$ cat config.mk
export PLATFORM = sky130hd
export DESIGN_NAME = vsl_regs
export DESIGN_NICKNAME = d
export VERILOG_FILES = /design/src/verilog/vsl_pkg.sv /design/src/verilog/vsl_regs.sv
export SDC_FILE = /design/constraint.sdc
export NUM_CORES = 1
export LEC_CHECK = 0
export BUFFER_PORTS_ARGS = -buffer_cell sky130_fd_sc_hd__buf_2
export CAP_MARGIN = 30
export CORE_AREA = 2 2 75 77
export CTS_BUF_LIST = sky130_fd_sc_hd__clkbuf_4
export CTS_CLUSTER_DIAMETER = 40
export DETAILED_ROUTE_END_ITERATION = 8
export DIE_AREA = 0 0 77 79
export PLACE_DENSITY = 0.81
export SLEW_MARGIN = 20
export SYNTH_ARGS = -nofsm -noshare
export SYNTH_HDL_FRONTEND = slang
export SYNTH_SLANG_ARGS = --single-unit
$ cat constraint.sdc
create_clock -name clk -period 3.3 [get_ports clk]
set_clock_uncertainty 0.1 [all_clocks]
set_input_delay 0.66 -clock clk [delete_from_list [all_inputs] [get_ports clk]]
set_output_delay 0.66 -clock clk [all_outputs]
set_load 0.02 [all_outputs]
$ cat src/verilog/vsl_pkg.sv
// package of the sync and luma control register bank
// assumes a subaddress port from the serial control bus core on the same clock
// How it works
// - auto detect on follows detector, else selection
// - selection bit forces 50 or 60 Hz
// - odd/even toggles interlaced only, unless forced
// - time constant codes TV, VTR, fast
// - loop bit opens PLL, frequency held
// - noise codes normal, fast, free, bypass
// - bypass bit disables trap and comb
// - comb select chooses comb over trap
// - delay bit adds one or two lines, none with comb
// - bandwidth bit picks narrow or wide notch
// - sharpness codes flat, peaking, low-pass
// - brightness is unsigned offset, 128 nominal
package vsl_pkg;
  // ==========================================================
  // register map
  localparam logic [7:0] SYNC_CONTROL_ADDR = 8'h08;
  localparam logic [7:0] LUMINANCE_CONTROL_ADDR = 8'h09;
  localparam logic [7:0] LUMA_BRIGHTNESS_OFFSET_ADDR = 8'h0A;
  localparam logic [7:0] SYNC_CONTROL_RESET = 8'h98;
  localparam logic [7:0] LUMINANCE_CONTROL_RESET = 8'h00;
  localparam logic [7:0] LUMA_BRIGHTNESS_OFFSET_RESET = 8'h80;
  localparam logic [7:0] UNMAPPED_READ = 8'h00;
  // ==========================================================
  // field positions
  localparam int AUTO_FIELD_DETECT_BIT = 7;
  localparam int FIELD_RATE_SELECT_BIT = 6;
  localparam int FORCED_FIELD_TOGGLE_BIT = 5;
  localparam int HORIZ_TIME_CONSTANT_LSB = 3;
  localparam int HORIZ_LOOP_OPEN_BIT = 2;
  localparam int VERT_NOISE_MODE_LSB = 0;
  localparam int TRAP_COMB_BYPASS_BIT = 7;
  localparam int COMB_SELECT_BIT = 6;
  localparam int EXTRA_LINE_DELAY_BIT = 5;
  localparam int NOTCH_BANDWIDTH_SELECT_BIT = 4;
  localparam int SHARPNESS_SELECT_LSB = 0;
  // ==========================================================
  // codes
  localparam logic [1:0] HTC_TV = 2'h0;
  localparam logic [1:0] HTC_VTR = 2'h1;
  localparam logic [1:0] HTC_FAST = 2'h3;
  localparam logic [1:0] DELAY_LINES_NTSC = 2'h1;
  localparam logic [1:0] DELAY_LINES_PAL = 2'h2;
  localparam logic [8:0] BRIGHTNESS_NOMINAL = 9'h080;
  localparam logic [3:0] PEAK_BASE = 4'h8;
  // ==========================================================
  // decoded controls
  typedef struct packed {
    logic field60; // 1: 60 Hz 525 lines, 0: 50 Hz 625 lines
    logic hmodeTv;
    logic hmodeVtr;
    logic hmodeFast;
    logic horizLoopOpen;
    logic vnrNormal;
    logic vnrFast;
    logic vnrFreeRun;
    logic vnrBypass;
  } vsl_sync_ctl_s;
  typedef struct packed {
    logic trapOn;
    logic combOn;
    logic [1:0] extraLines;
    logic notchWide;
    logic sharpFlat;
    logic peakOn;
    logic [2:0] peakStrength;
    logic lowpassOn;
    logic [2:0] lowpassStrength;
  } vsl_luma_ctl_s;
endpackage

$ cat src/verilog/vsl_regs.sv
// sync and luma control register bank with decoded controls
// assumes subaddress strobes from a bus core and video strobes on clk
`timescale 1ns/1ps
module vsl_regs (
  // clock and reset
  input wire logic clk,
  input wire logic reset_n,
  // subaddress port
  input wire logic wrEn,
  input wire logic rdEn,
  input wire logic [7:0] subAddr,
  input wire logic [7:0] wrData,
  output logic [7:0] rdData,
  // video status
  input wire logic detected60,
  input wire logic sourceInterlaced,
  input wire logic fieldStart,
  input wire logic [7:0] lumaIn,
  // decoded controls
  output vsl_pkg::vsl_sync_ctl_s syncCtl,
  output vsl_pkg::vsl_luma_ctl_s lumaCtl,
  output logic oddEven,
  output logic [7:0] lumaOut
);
  // ==========================================================
  // registers
  logic [7:0] syncControl_reg;
  logic [7:0] luminanceControl_reg;
  logic [7:0] lumaBrightnessOffset_reg;
  logic [9:0] lumaSum;
  logic [3:0] sharp;
  logic [1:0] htc;
  logic [1:0] vnr;
  logic combPath;

  always_ff @(posedge clk or negedge reset_n) begin
    if (!reset_n) begin
      syncControl_reg <= vsl_pkg::SYNC_CONTROL_RESET;
      luminanceControl_reg <= vsl_pkg::LUMINANCE_CONTROL_RESET;
      lumaBrightnessOffset_reg <= vsl_pkg::LUMA_BRIGHTNESS_OFFSET_RESET;
    end else if (wrEn) begin
      if (subAddr == vsl_pkg::SYNC_CONTROL_ADDR)
        syncControl_reg <= wrData;
      if (subAddr == vsl_pkg::LUMINANCE_CONTROL_ADDR)
        luminanceControl_reg <= wrData;
      if (subAddr == vsl_pkg::LUMA_BRIGHTNESS_OFFSET_ADDR)
        lumaBrightnessOffset_reg <= wrData;
    end
  end

  // read port, one cycle
  always_ff @(posedge clk or negedge reset_n) begin
    if (!reset_n) begin
      rdData <= 8'h00;
    end else if (rdEn) begin
      unique case (subAddr)
        vsl_pkg::SYNC_CONTROL_ADDR: rdData <= syncControl_reg;
        vsl_pkg::LUMINANCE_CONTROL_ADDR: rdData <= luminanceControl_reg;
        vsl_pkg::LUMA_BRIGHTNESS_OFFSET_ADDR:
          rdData <= lumaBrightnessOffset_reg;
        default: rdData <= vsl_pkg::UNMAPPED_READ;
      endcase
    end
  end

  // ==========================================================
  // sync decode
  assign htc = syncControl_reg[vsl_pkg::HORIZ_TIME_CONSTANT_LSB +: 2];
  assign vnr = syncControl_reg[vsl_pkg::VERT_NOISE_MODE_LSB +: 2];

  always_ff @(posedge clk or negedge reset_n) begin
    if (!reset_n) begin
      syncCtl <= '0;
    end else begin
      syncCtl.field60 <= syncControl_reg[vsl_pkg::AUTO_FIELD_DETECT_BIT] ?
        detected60 : syncControl_reg[vsl_pkg::FIELD_RATE_SELECT_BIT];
      // time constant, reserved code runs as fast
      syncCtl.hmodeTv <= (htc == vsl_pkg::HTC_TV);
      syncCtl.hmodeVtr <= (htc == vsl_pkg::HTC_VTR);
      syncCtl.hmodeFast <= htc[1];
      syncCtl.horizLoopOpen <= syncControl_reg[vsl_pkg::HORIZ_LOOP_OPEN_BIT];
      syncCtl.vnrNormal <= (vnr == 2'h0);
      syncCtl.vnrFast <= (vnr == 2'h1);
      syncCtl.vnrFreeRun <= (vnr == 2'h2);
      syncCtl.vnrBypass <= (vnr == 2'h3);
    end
  end

  always_ff @(posedge clk or negedge reset_n) begin
    if (!reset_n) begin
      oddEven <= 1'b0;
    end else if (fieldStart && (sourceInterlaced ||
        syncControl_reg[vsl_pkg::FORCED_FIELD_TOGGLE_BIT])) begin
      oddEven <= ~oddEven;
    end
  end

  // ==========================================================
  // luma decode
  assign sharp = luminanceControl_reg[vsl_pkg::SHARPNESS_SELECT_LSB +: 4];
  assign combPath = !luminanceControl_reg[vsl_pkg::TRAP_COMB_BYPASS_BIT] &&
    luminanceControl_reg[vsl_pkg::COMB_SELECT_BIT];

  always_ff @(posedge clk or negedge reset_n) begin
    if (!reset_n) begin
      lumaCtl <= '0;
    end else begin
      lumaCtl.trapOn <= !luminanceControl_reg[vsl_pkg::TRAP_COMB_BYPASS_BIT]
        && !luminanceControl_reg[vsl_pkg::COMB_SELECT_BIT];
      lumaCtl.combOn <= combPath;
      if (luminanceControl_reg[vsl_pkg::EXTRA_LINE_DELAY_BIT] && !combPath)
        lumaCtl.extraLines <= syncCtl.field60 ? vsl_pkg::DELAY_LINES_NTSC :
          vsl_pkg::DELAY_LINES_PAL;
      else
        lumaCtl.extraLines <= 2'h0;
      lumaCtl.notchWide <=
        luminanceControl_reg[vsl_pkg::NOTCH_BANDWIDTH_SELECT_BIT];
      lumaCtl.sharpFlat <= (sharp == 4'h0);
      lumaCtl.peakOn <= !sharp[3] && (sharp != 4'h0);
      lumaCtl.peakStrength <= sharp[3] || sharp == 4'h0 ? 3'h0 :
        3'(vsl_pkg::PEAK_BASE - sharp);
      lumaCtl.lowpassOn <= sharp[3];
      lumaCtl.lowpassStrength <= sharp[3] ? sharp[2:0] : 3'h0;
    end
  end

  assign lumaSum = {2'b00, lumaIn} + {2'b00, lumaBrightnessOffset_reg} -
    {1'b0, vsl_pkg::BRIGHTNESS_NOMINAL};

  always_ff @(posedge clk or negedge reset_n) begin
    if (!reset_n) begin
      lumaOut <= 8'h00;
    end else if (lumaSum[9]) begin
      lumaOut <= 8'h00;
    end else if (lumaSum[8]) begin
      lumaOut <= 8'hFF;
    end else begin
      lumaOut <= lumaSum[7:0];
    end
  end
endmodule // vsl_regs

==> impl_results.md, run 1 <==
* Fin nets at 333
* Total Routing Usage GR at 0.1827
* Final hold violations at 0
* Most flops, register: lumaCtl
* Clk root buf: clkbuf_4
* P_leak at 0.001822 µW
* Switching share of power at 0.2554
* WP data required at 3.44 ns
* Post_cts resized at 0
* Area of the die at 6083 µm²
* Max FFs per register at 14
* Status: finished, final reports clean
* Max VDD drop at 0.1973 mV
* H-tree Lvls at 3
* #FFs+latches synth at 64
* Leading cell types in the layout, fill and taps excluded: buf_2, dfrtp_1, mux2_2
* # rows at 27
* Post-Syn Nets at 255
* Number of remaining DRC errors at 0
* CP arrival at 2.83 ns
* Per-cell routed wire length at 13.99 µm
* Initial antenna violation count at 0
* Largest net degree at the start of global routing at 65
* First-pass GRT wire length at 8.431 mm
* Via count at 1834
* Hold buffer count at cts at 0
* Area Growth Syn to Fin at 19.53%
* Clock latency on the worst-skew pair at 0.38 ns
* Normalized max-slew margin at 0.4963
* Avg Cell Area, Syn at 13.65 µm²
* Measured slew at the worst slew-check pin at 0.7555 ns
* Initial core utilization at 0.5293
* Via density at 5.080
* CP Capture Type: flop
* Overflow after GRT at 0
* Min setup slack post-route at 0.6140 ns
* Syn Inst Count at 207
* Port Buf Inserts at 70
* Endpoints failing setup at 0
* # fillers at 441
* Synth Cell Area at 2825 µm²
* I/O Pins at 71
* Fraction of layout cells with a size suffix above 1 at 0.4118
* Worst hold-check path type: reg -> reg
* DRT Pass-1 Iters at 4
* Max cap viols at 0
* Clock-pin slew of the registers on the worst-case setup and hold paths at 0.10 ns
* Final Cycle Share at 0.8140
* Setup Buffers After CTS at 0
* WS Path Type: reg -> reg
* Crit Path Max Fanout at 8
* Post-DP HPWL at 3.904 mm
* GPL Wtd Cong at 0.8057
* Placed Area at 3248 µm²
* Dpl cells at 346
* Pwr dens at 458.4 nW/µm²
* Clock network power share at 0.317
* Die height at 79 µm
* P_int at 1153 µW
* Part of the power in registers at 0.551
* Cts bufs inserted at 9
* Post-synthesis sequential area ratio at 0.5686
* Routed Antenna Nets at 0
* CTS sink count at 64
* Sw Pwr at 395.4 µW
* Floorplan Core Area at 5338 µm²
* Netlist cell types at 38
* Final instance area at 3377 µm²
* Achievable Freq at 0.3723 GHz
* CTS tree: built
* Combinational share of power at 0.132
* Iteration-0 DRC Markers at 73
* Commonest non-fill, non-tap cell in the layout: buf_2
* Final TNS setup at 0 ns
* DP Worst Slack at 0.2557 ns
* Ant. Diodes at 0
* Vias in the first global route at 1771
* Biggest regs: lumaCtl (14), syncCtl (9)
* Die Wd at 77 µm
* Yosys Warn Count at 0
* Layout Cells excl Fill at 361
* Crit path launch type: flop
* RSZ-0062 raised after global routing: no
* Final wirelength at 5.050 mm
* CTS Buffer Depth at 2
* Final Max Tran Viols at 0
* Minimum clock period at 2.686 ns
[power by group through the flow]
stage / clock [µW] / sequential, µW / combinational [µW]
global placement: 0 / 867 / 202
global route: 552 / 859 / 225
finish: 491 / 853 / 204
floorplan: 0 / 900 / 87.7
detailed placement: 0 / 868 / 208
CTS: 505 / 853 / 208
[cells by family after synthesis]
| kind of cell | count (synthesis) | share of synthesized area |
|---|---|---|
| AO/OA/AOI/OAI | 31 | 0.08282 |
| XOR/XNOR | 7 | 0.02170 |
| adder cells (fa/ha/maj) | 17 | 0.07794 |
| buffers and inverters | 15 | 0.02347 |
| flip-flops | 64 | 0.5686 |
| multiplexers | 33 | 0.1280 |
| AND/OR/NAND/NOR | 40 | 0.09743 |
[worst paths after layout]
kind	startpoint	to	slack [ns]	cells past startpoint
worst max-delay path	lumaBrightnessOffset_reg[1]	lumaOut[2]	0.61	7
worst min-delay path	syncControl_reg[2]	syncCtl[4]	0.30	0
worst max register to register	lumaBrightnessOffset_reg[1]	lumaOut[2]	0.61	7
worst min register to register	syncControl_reg[2]	syncCtl[4]	0.30	0
max in group asynchronous	reset_n	syncControl_reg[2]	2.28	2
min in group asynchronous	reset_n	oddEven	0.32	2
[worst max-delay path, stage by stage, from the launching register on]
cell      delay, ns
dfrtp_1        0.42
ha_1           0.28
ha_1           0.23
fa_1           0.41
a21o_1         0.22
a221o_1        0.32
a21boi_1       0.47
a31oi_1        0.09
[layer usage]
layer,up-vias,global-route usage,wire (µm)
li1,902,-,-
met1,878,0.2252,2190
met2,44,0.3018,2549
met3,10,0.04659,198
met4,0,0.09107,112
met5,-,0,0
[cells in the mapped netlist (all sizes together)]
master / instances / area share
mux2i: 8 / 0.028
xnor2: 4 / 0.012
buf: 4 / 0.0089
a31oi: 8 / 0.018
o21ai: 2 / 0.0035
o21bai: 1 / 0.0027
a21boi: 1 / 0.0027
a21oi: 4 / 0.0071
o221a: 1 / 0.0040
xor2: 3 / 0.0093
clkinv: 1 / 0.0013
and4b: 1 / 0.0035
nor2b: 12 / 0.027
nor3b: 1 / 0.0027
inv: 10 / 0.013
nand4b: 3 / 0.014
ha: 16 / 0.071
and2: 6 / 0.013
a211oi: 1 / 0.0027
fa: 1 / 0.0071
mux2: 25 / 0.10
nand2b: 2 / 0.0044
and3: 2 / 0.0044
a221o: 9 / 0.032
nand2: 4 / 0.0053
or4: 1 / 0.0040
dfrtp: 60 / 0.53
nor2: 6 / 0.011
dfstp: 4 / 0.037
and4bb: 1 / 0.0044
nor4: 1 / 0.0044
a21o: 3 / 0.0080
o211ai: 1 / 0.0027
[cell type report]
class,count,area (µm²),area share
clock inverter,4,46.29,0.01371
inverter,11,41.29,0.01223
tap,72,90.09,0.02668
multi-input combinational,128,1152,0.3412
timing repair buffer,71,357.8,0.1060
clock buffer,11,82.58,0.02445
sequential,64,1607,0.4757
[metrics by stage]
step                        util  hold WS [ns]  total power [µW]
after detailed placement  0.6085        0.2840              1076
final                     0.6327        0.2981              1548
after global placement    0.6085        0.2835              1069
after global routing      0.6327        0.3261              1636
after floorplan                -        0.2644             987.8
after CTS                 0.6327        0.2944              1566
No activity file was read; power rests on OpenSTA's default activity.
==> run 2, diff against run 1 <==
- clock period: 3.3 -> 2.7 ns (I/O delays scaled with it)
==> impl_results.md, run 2 (synthesized netlist as in run 1, its figures left out) <==
* GPL Wtd Cong at 0.8065
* Final Max Tran Viols at 0
* P_leak at 0.001834 µW
* Commonest non-fill, non-tap cell in the layout: buf_2
* Most flops, register: lumaCtl
* Number of remaining DRC errors at 0
* Worst hold-check path type: in -> async
* First-pass GRT wire length at 8.542 mm
* Die Wd at 77 µm
* Via density at 5.079
* DP Worst Slack at -0.02649 ns
* Initial core utilization at 0.5293
* Multi-input logic area at 1152 µm²
* CP arrival at 2.62 ns
* Clock latency on the worst-skew pair at 0.37 ns
* Minimum clock period at 2.482 ns
* Part of the power in registers at 0.573
* Clock network power share at 0.287
* Fin nets at 336
* Critical path, cell by cell: ha_1 > ha_1 > fa_1 > a21o_1 > a221o_1 > a21boi_1 > buf_4 > a31oi_1
* Setup Buffers After CTS at 0
* Crit Path Max Fanout at 8
* Min setup slack post-route at 0.2182 ns
* CP bufs+invs at 1
* Normalized max-slew margin at 0.5564
* Overflow after GRT at 0
* Die height at 79 µm
* Final hold violations at 0
* CP dominant cell by count: ha_1
* WP data required at 2.83 ns
* Sw Pwr at 485.5 µW
* Biggest regs: lumaCtl (14), syncCtl (9)
* Final wirelength at 5.204 mm
* Port Buf Inserts at 70
* Post-DP HPWL at 4.157 mm
* CTS sink count at 64
* Area of the die at 6083 µm²
* Total stage count of the critical path at 8
* Initial antenna violation count at 0
* Iteration-0 DRC Markers at 89
* CTS Buffer Depth at 2
* Final TNS setup at 0 ns
* Achievable Freq at 0.4029 GHz
* Seq. cell area at 1607 µm²
* WS Path Type: reg -> reg
* Via count at 1854
* Largest net degree at the start of global routing at 32
* RSZ-0062 raised after global routing: no
* Total Routing Usage GR at 0.1824
* Fraction of layout cells with a size suffix above 1 at 0.4232
* Final Cycle Share at 0.9192
* Crit-path max cell delay at 0.42 ns
* CP Capture Type: flop
* Max FFs per register at 14
* Switching share of power at 0.2668
* Cts bufs inserted at 9
* Routed Antenna Nets at 0
* Max cap viols at 0
* P_int at 1334 µW
* Ant. Diodes at 0
* Clock-pin slew of the registers on the worst-case setup and hold paths at 0.11 ns
* Family with the most delay on the worst path: adder cells
* # fillers at 448
* Worst-case reg-to-reg path depth at 8
* Max VDD drop at 0.2217 mV
* Combinational share of power at 0.140
* # rows at 27
* Measured slew at the worst slew-check pin at 0.6654 ns
* Clk root buf: clkbuf_4
* CTS tree: built
* Floorplan Core Area at 5338 µm²
* Area Growth Syn to Fin at 19.75%
* I/O Pins at 71
* Crit path launch type: flop
* Status: finished, final reports clean
* Pwr dens at 537.8 nW/µm²
* Leading cell types in the layout, fill and taps excluded: buf_2, dfrtp_1, mux2_2
* Post_cts resized at 0
* H-tree Lvls at 3
* DRT Pass-1 Iters at 4
* Vias in the first global route at 1887
* Hold buffer count at cts at 0
* WHS at 0.09477 ns
* Crit-path slowest cell: dfrtp_1
* Per-cell routed wire length at 14.26 µm
* Endpoints failing setup at 0
run 2: layout make-up:
class	instances	share of cell area
tap	72	0.02663
timing repair buffer	74	0.1124
sequential	64	0.4749
clock buffer	12	0.02663
inverter	11	0.01220
clock inverter	4	0.006657
multi-input combinational	128	0.3406
run 2: path summary, 6_finish.rpt:
path	start	end	slack [ns]
min in group clk	detected60	syncCtl[8]	0.30
hold reg to reg	syncControl_reg[2]	syncCtl[4]	0.32
setup reg to reg	lumaBrightnessOffset_reg[1]	lumaOut[0]	0.22
setup / recovery	lumaBrightnessOffset_reg[1]	lumaOut[0]	0.22
hold / removal	reset_n	lumaCtl[0]	0.09
max in group asynchronous	reset_n	syncControl_reg[7]	1.63
run 2: power by group through the flow:
stage | Clock (µW) | Combinational [µW] | Sequential [µW]
after global placement | 0 | 250 | 1060
final | 522 | 256 | 1040
after global routing | 575 | 281 | 1050
after floorplan | 0 | 107 | 1100
after CTS | 535 | 259 | 1040
after detailed placement | 0 | 259 | 1060
run 2: metal layers:
metal	GRT usage	up-vias	part of all wire
met2	0.3360	40	0.53
li1	-	917	-
met5	0	-	0
met4	0.08036	0	0.012
met1	0.2098	893	0.43
met3	0.03068	4	0.030
run 2: metrics by stage:
| stage | area (µm²) | utilization | std cells | total power (µW) |
|---|---|---|---|---|
| final | 3383 | 0.6338 | 365 | 1820 |
| after global routing | 3383 | 0.6338 | 365 | 1906 |
| after CTS | 3383 | 0.6338 | 365 | 1836 |
| after detailed placement | 3271 | 0.6128 | 349 | 1319 |
| after floorplan | 2825 | - | 207 | 1207 |
| after global placement | 3271 | 0.6128 | 349 | 1309 |
==> run 3, diff against run 2 <==
--- a/config.mk
+++ b/config.mk
@@ -7,5 +7,4 @@
 export LEC_CHECK = 0
 export BUFFER_PORTS_ARGS = -buffer_cell sky130_fd_sc_hd__buf_2
-export CAP_MARGIN = 30
 export CORE_AREA = 2 2 75 77
 export CTS_BUF_LIST = sky130_fd_sc_hd__clkbuf_4
==> constraint.sdc (replaced) <==
create_clock -name clk -period 2.7 [get_ports clk]
set_clock_uncertainty 0.1 [all_clocks]
set_input_delay 0.27 -clock clk [delete_from_list [all_inputs] [get_ports clk]]
set_output_delay 0.27 -clock clk [all_outputs]
set_load 0.02 [all_outputs]
==> impl_results.md, run 3 (synthesized netlist as in run 1, its figures left out) <==
* Family with the most delay on the worst path: adder cells
* Iteration-0 DRC Markers at 77
* Final Cycle Share at 0.9218
* First-pass GRT wire length at 8.942 mm
* CTS sink count at 64
* Post-DP HPWL at 4.195 mm
* Achievable Freq at 0.4018 GHz
* DRT Pass-1 Iters at 4
* Hold depth at 2
* R2r setup slk at 0.21 ns
* Final hold violations at 0
* Worst r2r src: lumaBrightnessOffset_reg[1]
* Total Routing Usage GR at 0.1930
* Endpoints failing setup at 0
* Max VDD drop at 0.2469 mV
* Largest net degree at the start of global routing at 44
* Hold Path End: syncCtl[8]
* Crit path launch type: flop
* CP bufs+invs at 1
* Most flops, register: lumaCtl
* Leading cell types in the layout, fill and taps excluded: buf_2, dfrtp_1, mux2_2
* Final Max Tran Viols at 0
* H-tree Lvls at 3
* Fin util at 0.6353
* Worst R2R End: lumaOut[0]
* CP arrival at 2.63 ns
* Biggest regs: lumaCtl (14), syncCtl (9)
* Final TNS setup at 0 ns
* Vias in the first global route at 1811
* Via density at 5.146
* WS Path Type: reg -> reg
* Fraction of layout cells with a size suffix above 1 at 0.4089
* Port Buf Inserts at 70
* Worst hold-check path type: in -> reg
* Max FFs per register at 14
* Clk root buf: clkbuf_4
* Measured slew at the worst slew-check pin at 0.9031 ns
* Floorplan Core Area at 5338 µm²
* Crit-path max cell delay at 0.41 ns
* Per-cell routed wire length at 14.63 µm
* RSZ-0062 raised after global routing: no
* Pwr dens at 550.3 nW/µm²
* I/O Pins at 71
* Number of remaining DRC errors at 0
* Commonest non-fill, non-tap cell in the layout: buf_2
* Area of the die at 6083 µm²
* P_leak at 0.001828 µW
* Cts bufs inserted at 9
* Critical path, cell by cell: ha_1 > ha_1 > fa_1 > a21o_1 > a221o_1 > a21boi_1 > buf_4 > a31oi_1
* Normalized max-slew margin at 0.3979
* Minimum clock period at 2.489 ns
* Routed Antenna Nets at 0
* Fin nets at 336
* Crit Path Max Fanout at 8
* WHS at 0.02304 ns
* Worst-case reg-to-reg path depth at 8
* Clock latency on the worst-skew pair at 0.38 ns
* CTS tree: built
* Via count at 1868
* Worst Hold Launch: detected60
* Die Wd at 77 µm
* Clock-pin slew of the registers on the worst-case setup and hold paths at 0.10 ns
* Area Growth Syn to Fin at 20.02%
* WP data required at 2.84 ns
* Max cap viols at 0
* Post_cts resized at 0
* Crit-path slowest cell: dfrtp_1
* Die height at 79 µm
* # rows at 27
* Ant. Diodes at 0
* GPL Wtd Cong at 0.8054
* Final wirelength at 5.311 mm
* CP Capture Type: flop
* CP dominant cell by count: ha_1
* Initial core utilization at 0.5293
* CTS Buffer Depth at 2
* Overflow after GRT at 0
* Status: finished, final reports clean
* Initial antenna violation count at 0
[run 3: cell count changes in the layout (fill, tap and decap cells not counted), sizes merged]
cell and delta:
clkbuf -3, bufinv +1, buf -1, dlygate4sd3 +1
[run 3: how the worst max path moves through the flow]
stage	slack (ns)	start	end	depth (start not counted)
2_1_floorplan	0.25	lumaBrightnessOffset_reg[1]	lumaOut[0]	7
3_3_place_gp	0.29	lumaIn[1]	lumaOut[5]	9
3_5_place_dp	0.22	lumaBrightnessOffset_reg[1]	lumaOut[5]	8
4_1_cts	0.20	lumaBrightnessOffset_reg[1]	lumaOut[0]	8
5_1_grt	0.13	lumaBrightnessOffset_reg[1]	lumaOut[0]	8
6_report	0.21	lumaBrightnessOffset_reg[1]	lumaOut[0]	8
[run 3: per-layer routing]
metal | GRT usage | wire [µm] | share of wire | up-vias
met2 | 0.3158 | 2727 | 0.51 | 47
met1 | 0.2460 | 2262 | 0.43 | 901
met3 | 0.03295 | 194 | 0.037 | 10
li1 | - | - | - | 910
met5 | 0 | 0 | 0 | -
met4 | 0.1089 | 127 | 0.024 | 0
[run 3: layout make-up]
cell class              instances  area [µm²]
clock inverters                 5       50.05
inverters                      11       41.29
clock buffers                   9       67.56
repair buffers                 74       382.9
well taps                      72       90.09
fillers                       457        1947
flip-flops and latches         64        1607
multi-input cells             128        1152
[run 3: what timing repair did]
item | in CTS | in global routing
endpoints found under the hold margin | 37 | 0
hold buffers | 1 | 0
setup buffers | 0 | 0
[run 3: stage by stage]
step	worst slack [ns]	cells	power [µW]	area, µm²
floorplan	0.2526	207	1207	2825
global placement	0.2875	348	1309	3263
detailed placement	0.2235	348	1321	3263
CTS	0.2023	363	1882	3391
global route	0.1263	363	1958	3391
finish	0.2112	363	1866	3391
[run 3: where the power goes]
group	leakage, µW	total, µW	internal, µW	switching [µW]
Combinational	0.000928	257	106	151
Sequential	0.000837	1040	1010	30.4
Clock	0.0000627	567	265	302
Total	0.00183	1870	1380	483
